[src/design/odse_pkg.sv]
// odse_pkg: register map, field positions and reset values of the
// output driver stage enable control bank.
// assumes: included before any odse module, 32-bit ahb-lite data.

package odse_pkg;

   // ***********************************************************
   // register map
   // ***********************************************************
   localparam logic [7:0] ODSE_PHONE_IDX = 8'h5A; // register index
   localparam logic [7:0] ODSE_LINE_IDX  = 8'h5E;
   localparam int         ODSE_ADDR_W    = 10;    // index times four
   localparam logic [9:0] ODSE_PHONE_ADDR = {ODSE_PHONE_IDX, 2'b00};
   localparam logic [9:0] ODSE_LINE_ADDR  = {ODSE_LINE_IDX, 2'b00};
   localparam logic [7:0] ODSE_CTRL_RST  = 8'h00;

   // ***********************************************************
   // field positions inside each control register
   // ***********************************************************
   localparam int ODSE_L_SHORT_REL = 7;
   localparam int ODSE_L_OUT_ON    = 6;
   localparam int ODSE_L_MID_ON    = 5;
   localparam int ODSE_L_IN_ON     = 4;
   localparam int ODSE_R_SHORT_REL = 3;
   localparam int ODSE_R_OUT_ON    = 2;
   localparam int ODSE_R_MID_ON    = 1;
   localparam int ODSE_R_IN_ON     = 0;

   // ***********************************************************
   // bus encodings
   // ***********************************************************
   localparam logic [1:0]  ODSE_HTRANS_NONSEQ = 2'h2;
   localparam logic [1:0]  ODSE_HTRANS_SEQ    = 2'h3;
   localparam logic [31:0] ODSE_RDATA_RST     = 32'h0000_0000;

   typedef enum logic {ODSE_IDLE, ODSE_DATA} odse_phase_e;

endpackage : odse_pkg

[src/design/odse_stage_reg.sv]
// odse_stage_reg: one 8-bit stage control register with byte write.
// assumes: write strobe already decoded and qualified by the bus.

`timescale 1ns/1ps
`default_nettype none

module odse_stage_reg (
   input  wire logic       core_clk,
   input  wire logic       rst_b,
   input  wire logic       clk_en,
   input  wire logic       wr_en,
   input  wire logic [7:0] wr_data,
   output logic      [7:0] ctrl_q
);
   import odse_pkg::*;

   // ***********************************************************
   // storage
   // ***********************************************************
   // reset clears every bit: shorts applied, stages off
   always_ff @(posedge core_clk or negedge rst_b) begin
      if (!rst_b) begin
         ctrl_q <= ODSE_CTRL_RST;
      end else if (clk_en && wr_en) begin
         ctrl_q <= wr_data;
      end
   end

endmodule : odse_stage_reg

`default_nettype wire

[src/design/odse_top.sv]
// odse_top: ahb-lite slave holding the headphone and line output stage
// control registers, driving stage enables and ground shorts per path.
// assumes: single ahb-lite master, one slave, core_clk 50 MHz.

`timescale 1ns/1ps
`default_nettype none

// Overview of operation
// - after reset all four outputs are shorted to analogue ground.
// - bit 7 releases left short, bit 3 right short; zero reapplies.
// - bit 6 enables left output stage, bit 2 the right one.
// - bit 5 enables left middle stage, bit 1 the right one.
// - bit 4 enables left input stage, bit 0 the right one.
module odse_top (
   input  wire logic                          core_clk,
   input  wire logic                          rst_b,
   input  wire logic                          clk_en,
   input  wire logic                          hsel,
   input  wire logic [odse_pkg::ODSE_ADDR_W-1:0] haddr,
   input  wire logic [1:0]                    htrans,
   input  wire logic                          hwrite,
   input  wire logic [2:0]                    hsize,
   input  wire logic [31:0]                   hwdata,
   input  wire logic                          hready,
   output logic                               hreadyout,
   output logic                               hresp,
   output logic      [31:0]                   hrdata,
   output logic                               phone_left_short_to_gnd,
   output logic                               phone_right_short_to_gnd,
   output logic                               line_left_short_to_gnd,
   output logic                               line_right_short_to_gnd,
   output logic                               phone_left_input_stage_on,
   output logic                               phone_left_middle_stage_on,
   output logic                               phone_left_output_stage_on,
   output logic                               phone_right_input_stage_on,
   output logic                               phone_right_middle_stage_on,
   output logic                               phone_right_output_stage_on,
   output logic                               line_left_input_stage_on,
   output logic                               line_left_middle_stage_on,
   output logic                               line_left_output_stage_on,
   output logic                               line_right_input_stage_on,
   output logic                               line_right_middle_stage_on,
   output logic                               line_right_output_stage_on
);
   import odse_pkg::*;

   // ***********************************************************
   // address phase capture
   // ***********************************************************
   logic                   wr_pend_r;
   logic                   rd_pend_r;
   logic [ODSE_ADDR_W-1:0] addr_r;
   logic [7:0]             phone_q;
   logic [7:0]             line_q;
   logic [31:0]            hrdata_r;

   wire addr_valid = hsel && hready &&
                     (htrans == ODSE_HTRANS_NONSEQ ||
                      htrans == ODSE_HTRANS_SEQ);
   wire hit_phone_a = (haddr == ODSE_PHONE_ADDR);
   wire hit_line_a  = (haddr == ODSE_LINE_ADDR);

   // zero wait states, so the slave is always ready and always okay
   assign hreadyout = 1'b1;
   assign hresp     = 1'b0;

   // latch the address phase; write data arrives one cycle later
   always_ff @(posedge core_clk or negedge rst_b) begin
      if (!rst_b) begin
         wr_pend_r <= 1'b0;
         rd_pend_r <= 1'b0;
         addr_r    <= '0;
      end else if (clk_en) begin
         wr_pend_r <= addr_valid && hwrite;
         rd_pend_r <= addr_valid && !hwrite;
         addr_r    <= haddr;
      end
   end

   // ***********************************************************
   // register writes in the data phase
   // ***********************************************************
   // hsize is ignored: only word transfers are issued, low byte holds data
   wire phone_wr = wr_pend_r && (addr_r == ODSE_PHONE_ADDR);
   wire line_wr  = wr_pend_r && (addr_r == ODSE_LINE_ADDR);

   // one register per output pair; a write to one never touches the other
   odse_stage_reg u_phone_reg (
      .core_clk (core_clk),
      .rst_b    (rst_b),
      .clk_en   (clk_en),
      .wr_en    (phone_wr),
      .wr_data  (hwdata[7:0]),
      .ctrl_q   (phone_q)
   );

   odse_stage_reg u_line_reg (
      .core_clk (core_clk),
      .rst_b    (rst_b),
      .clk_en   (clk_en),
      .wr_en    (line_wr),
      .wr_data  (hwdata[7:0]),
      .ctrl_q   (line_q)
   );

   // ***********************************************************
   // read data
   // ***********************************************************
   // a read address phase can meet the data phase of a write to the
   // same register; forward the bus byte so the read is not stale
   wire [7:0] phone_now = phone_wr ? hwdata[7:0] : phone_q;
   wire [7:0] line_now  = line_wr  ? hwdata[7:0] : line_q;

   // unmapped addresses read zero; upper bits always zero
   wire [7:0] rd_sel = hit_phone_a ? phone_now :
                       hit_line_a  ? line_now  : 8'h00;

   // registered read data, loaded at the address phase edge
   always_ff @(posedge core_clk or negedge rst_b) begin
      if (!rst_b) begin
         hrdata_r <= ODSE_RDATA_RST;
      end else if (clk_en && addr_valid && !hwrite) begin
         hrdata_r <= {24'h00_0000, rd_sel};
      end
   end
   assign hrdata = hrdata_r;

   // ***********************************************************
   // stage enables and ground shorts
   // ***********************************************************
   // short is held while release bit is clear, reset included
   assign phone_left_short_to_gnd  = ~phone_q[ODSE_L_SHORT_REL];
   assign phone_right_short_to_gnd = ~phone_q[ODSE_R_SHORT_REL];
   assign line_left_short_to_gnd   = ~line_q[ODSE_L_SHORT_REL];
   assign line_right_short_to_gnd  = ~line_q[ODSE_R_SHORT_REL];

   // output stages
   assign phone_left_output_stage_on  = phone_q[ODSE_L_OUT_ON];
   assign phone_right_output_stage_on = phone_q[ODSE_R_OUT_ON];
   assign line_left_output_stage_on   = line_q[ODSE_L_OUT_ON];
   assign line_right_output_stage_on  = line_q[ODSE_R_OUT_ON];

   // intermediate stages; settle timing is left to software
   assign phone_left_middle_stage_on  = phone_q[ODSE_L_MID_ON];
   assign phone_right_middle_stage_on = phone_q[ODSE_R_MID_ON];
   assign line_left_middle_stage_on   = line_q[ODSE_L_MID_ON];
   assign line_right_middle_stage_on  = line_q[ODSE_R_MID_ON];

   // input stages
   assign phone_left_input_stage_on  = phone_q[ODSE_L_IN_ON];
   assign phone_right_input_stage_on = phone_q[ODSE_R_IN_ON];
   assign line_left_input_stage_on   = line_q[ODSE_L_IN_ON];
   assign line_right_input_stage_on  = line_q[ODSE_R_IN_ON];

   // hsize unused on purpose: word-only master
   wire unused_ok = &{1'b0, hsize};

endmodule : odse_top

`default_nettype wire

[config.mk]
export PLATFORM = sky130hd
export DESIGN_NAME = odse_top
export DESIGN_NICKNAME = d
export VERILOG_FILES = /design/src/design/odse_pkg.sv /design/src/design/odse_stage_reg.sv /design/src/design/odse_top.sv
export SDC_FILE = /design/constraint.sdc
export NUM_CORES = 1
export LEC_CHECK = 0
export BUFFER_PORTS_ARGS = -buffer_cell sky130_fd_sc_hd__buf_2
export CAP_MARGIN = 10
export CORE_UTILIZATION = 47
export CTS_BUF_LIST = sky130_fd_sc_hd__clkbuf_4
export CTS_CLUSTER_DIAMETER = 100
export CTS_CLUSTER_SIZE = 25
export DETAILED_ROUTE_END_ITERATION = 12
export PLACE_DENSITY = 0.9
export SYNTH_ARGS = -nofsm -noshare
export SYNTH_HDL_FRONTEND = slang
export SYNTH_HIERARCHICAL = 1
export SYNTH_SLANG_ARGS = --single-unit
[constraint.sdc]
create_clock -name core_clk -period 3.15 [get_ports core_clk]
set_clock_uncertainty 0.2 [all_clocks]
set_input_delay 0.7875 -clock core_clk [delete_from_list [all_inputs] [get_ports core_clk]]
set_output_delay 0.7875 -clock core_clk [all_outputs]
set_load 0.01 [all_outputs]
==> impl_metrics.json <==
{
  "path_clk_slew_ps": 100,
  "drv_slew": 0,
  "cp.buffers_inverters": 1,
  "ys.flop_type": "dfrtp_1",
  "cap_violations": 0,
  "critPathLaunchType": "register",
  "hp-class": "input pin to asynchronous set/reset pin",
  "num_vias": 1617,
  "async_reset_ff_share_pct": 100,
  "period_share_pct": 86.2,
  "r2r_start": "addr_r[1]",
  "end_kind": "register",
  "worstPathArrival_ps": 2750,
  "clockBufferDepth": 2,
  "setup_violations": 0,
  "cp_data_required_time_ps": 3190,
  "gp_congestion": 0.829,
  "cp_cell_sequence": "or4b_1 -> or4_4 -> clkinv_4 -> nand2_2 -> mux2_2",
  "antenna_left": 0,
  "status": "finished, final reports clean",
  "io_pins": 103,
  "r2r-end": "u_line_reg/ctrl_q[1]",
  "fin_crit_ps": 2710,
  "ys_ff_latch": 35,
  "synth_top_family_by_area": "compound AO/OA/AOI/OAI gates",
  "synth-xor-area-share_pct": 0,
  "cts_resized": 0,
  "setup.worst_path.class": "register to register",
  "grtUsageTotal_pct": 21.7,
  "cts_buffers": 5,
  "finalWirelength_um": 4580,
  "wl_per_cell_um": 15.8,
  "drt_iter0_drc": 106,
  "synth_mux_area_share_pct": 14.3,
  "diodes": 0,
  "avgSynthCellArea_um2": 10.6,
  "cts_setup_buffers": 0,
  "final_common_cell": "buf_2",
  "final_cell_mix": "buf_2 (48), dfrtp_1 (35), conb_1 (26), mux2_2 (25), inv_1 (12)",
  "drive_gt1_share_pct": 37.1,
  "synth_edf_count": 0,
  "synth_cells": 192,
  "grt_pass1_wl_um": 7270,
  "syn_to_final_growth_pct": 11.6,
  "initial_core_util_pct": 49.8,
  "path_max_fanout": 9,
  "regArea_um2": 876,
  "p_leak_nw": 1.16,
  "yosysWarnings": 6,
  "rows": 23,
  "cp_top_family": "simple AND/OR/NAND/NOR gates",
  "reg2regPathDepth": 5,
  "fmax_mhz": 368,
  "die_x_um": 67.8,
  "cts_hold_buf": 0,
  "slew-limit-headroom_pct": 48.9,
  "synth-compound-area-share_pct": 18.0,
  "tightest_slew_ps": 766,
  "grt_start_max_net_pins": 36,
  "antenna_found_initial": 0,
  "htreeDepth": 2,
  "cts_tree": "built",
  "yosysSeqAreaShare_pct": 43.0,
  "cts_sinks": 35,
  "place_ws_ps": 472,
  "grt-ovfl-total": 0,
  "port_buffers": 48,
  "final_hold_viol_count": 0,
  "vdd_drop_max_mv": 0.250,
  "grt_pass1_vias": 1521,
  "power_density_mw_per_mm2": 349,
  "cpMaxStageDelayCell": "or4b_1",
  "first_pass_iters": 4,
  "rsz0062_at_grt": "false",
  "insertion_delay_ps": 350,
  "die_h_um": 67.8,
  "die_area_mm2": 0.00460,
  "core_mm2": 0.00409,
  "yosysUniqueCellTypes": 35,
  "setup_tns_ps": 0,
  "vias_per_cell": 5.58,
  "synthSimpleGateAreaFrac_pct": 9.53,
  "fillers": 362,
  "setup_slack_ps": 435,
  "netlist_area_mm2": 0.00204,
  "dp_hpwl_um": 3290,
  "drc_errors": 0,
  "nets": 292,
  "multiInputGateArea_um2": 950,
  "root_buffer": "clkbuf_4",
  "critPathMaxStageDelay_ps": 720,
  "synthAdderAreaFrac_pct": 0,
  "r2r_slack_ps": 440
}
[synthesized netlist by cell type (2+ instances only)]
library cell	n	area share [%]
o41ai_1	7	3.0
a21o_1	7	2.6
nor3_1	8	2.0
o21ai_0	3	0.74
nand4bb_1	2	1.1
nand3_1	2	0.49
inv_1	12	2.2
o32ai_1	6	2.6
or3_1	2	0.61
mux2_2	25	14
o22ai_1	2	0.61
clkbuf_1	8	1.5
buf_2	2	0.49
buf_4	26	9.6
nand2_1	3	0.55
o2111ai_1	7	3.0
nor4_1	2	0.61
conb_1	2	0.37
dfrtp_1	35	43
nand2_2	2	0.61
o21ai_1	7	1.7
a21boi_0	8	3.0
nand2b_1	2	0.61
[flip-flops by register name (all words and copies together) (netlist names)]
name and flops:
hrdata 8, addr_r 10, u_line_reg/ctrl_q 8, wr_pend_r 1, u_phone_reg/ctrl_q 8
[metrics by stage]
step | hold slack (ps) | power, mW | cell area [um^2] | util (%) | instances
floorplan | 272 | 0.549 | 2130 | - | 216
global placement | 281 | 0.563 | 2220 | 54.3 | 282
detailed placement | 293 | 0.567 | 2220 | 54.3 | 282
CTS | 318 | 0.797 | 2270 | 55.6 | 290
global route | 340 | 0.828 | 2270 | 55.6 | 290
finish | 296 | 0.792 | 2270 | 55.6 | 290
[power breakdown]
| group | switching, mW | internal [mW] | total (mW) |
|---|---|---|---|
| clock | 0.152 | 0.0816 | 0.234 |
| combinational | 0.0563 | 0.0300 | 0.0862 |
| sequential | 0.00988 | 0.463 | 0.473 |
| total | 0.218 | 0.574 | 0.792 |
[kinds of logic (layout without fill, tap and decap cells)]
group,count (synthesis),in the layout
flip-flops,35,35
multiplexers,26,26
other,2,26
AND/OR/NAND/NOR,31,31
buffers and inverters,50,74
AO/OA/AOI/OAI,48,48
[per-layer routing]
layer	track usage (%)	part of all wire (%)	up-vias
met5	0	0	-
met4	11.2	2.2	0
met3	5.50	8.6	10
met2	34.5	49	100
met1	27.1	40	748
li1	-	-	759
[layout make-up]
class	count	share of cell area, %
Sequential cell	35	38.5
Timing Repair Buffer	53	12.2
Clock inverter	3	0.661
Inverter	13	2.37
Multi-Input combinational cell	131	41.8
Clock buffer	5	1.65
Tap cell	50	2.75
[how the worst max path moves through the flow]
stage | start | end | slack, ps | cells after the start
after global routing | addr_r[1] | u_line_reg/ctrl_q[1] | 380 | 5
after detailed placement | addr_r[1] | u_line_reg/ctrl_q[1] | 470 | 5
after floorplan | haddr[1] | hrdata[4] | 580 | 4
after CTS | addr_r[1] | u_line_reg/ctrl_q[1] | 450 | 5
final | addr_r[1] | u_line_reg/ctrl_q[1] | 440 | 5
after global placement | addr_r[1] | u_line_reg/ctrl_q[3] | 500 | 5
No activity file was read; power rests on OpenSTA's default activity.
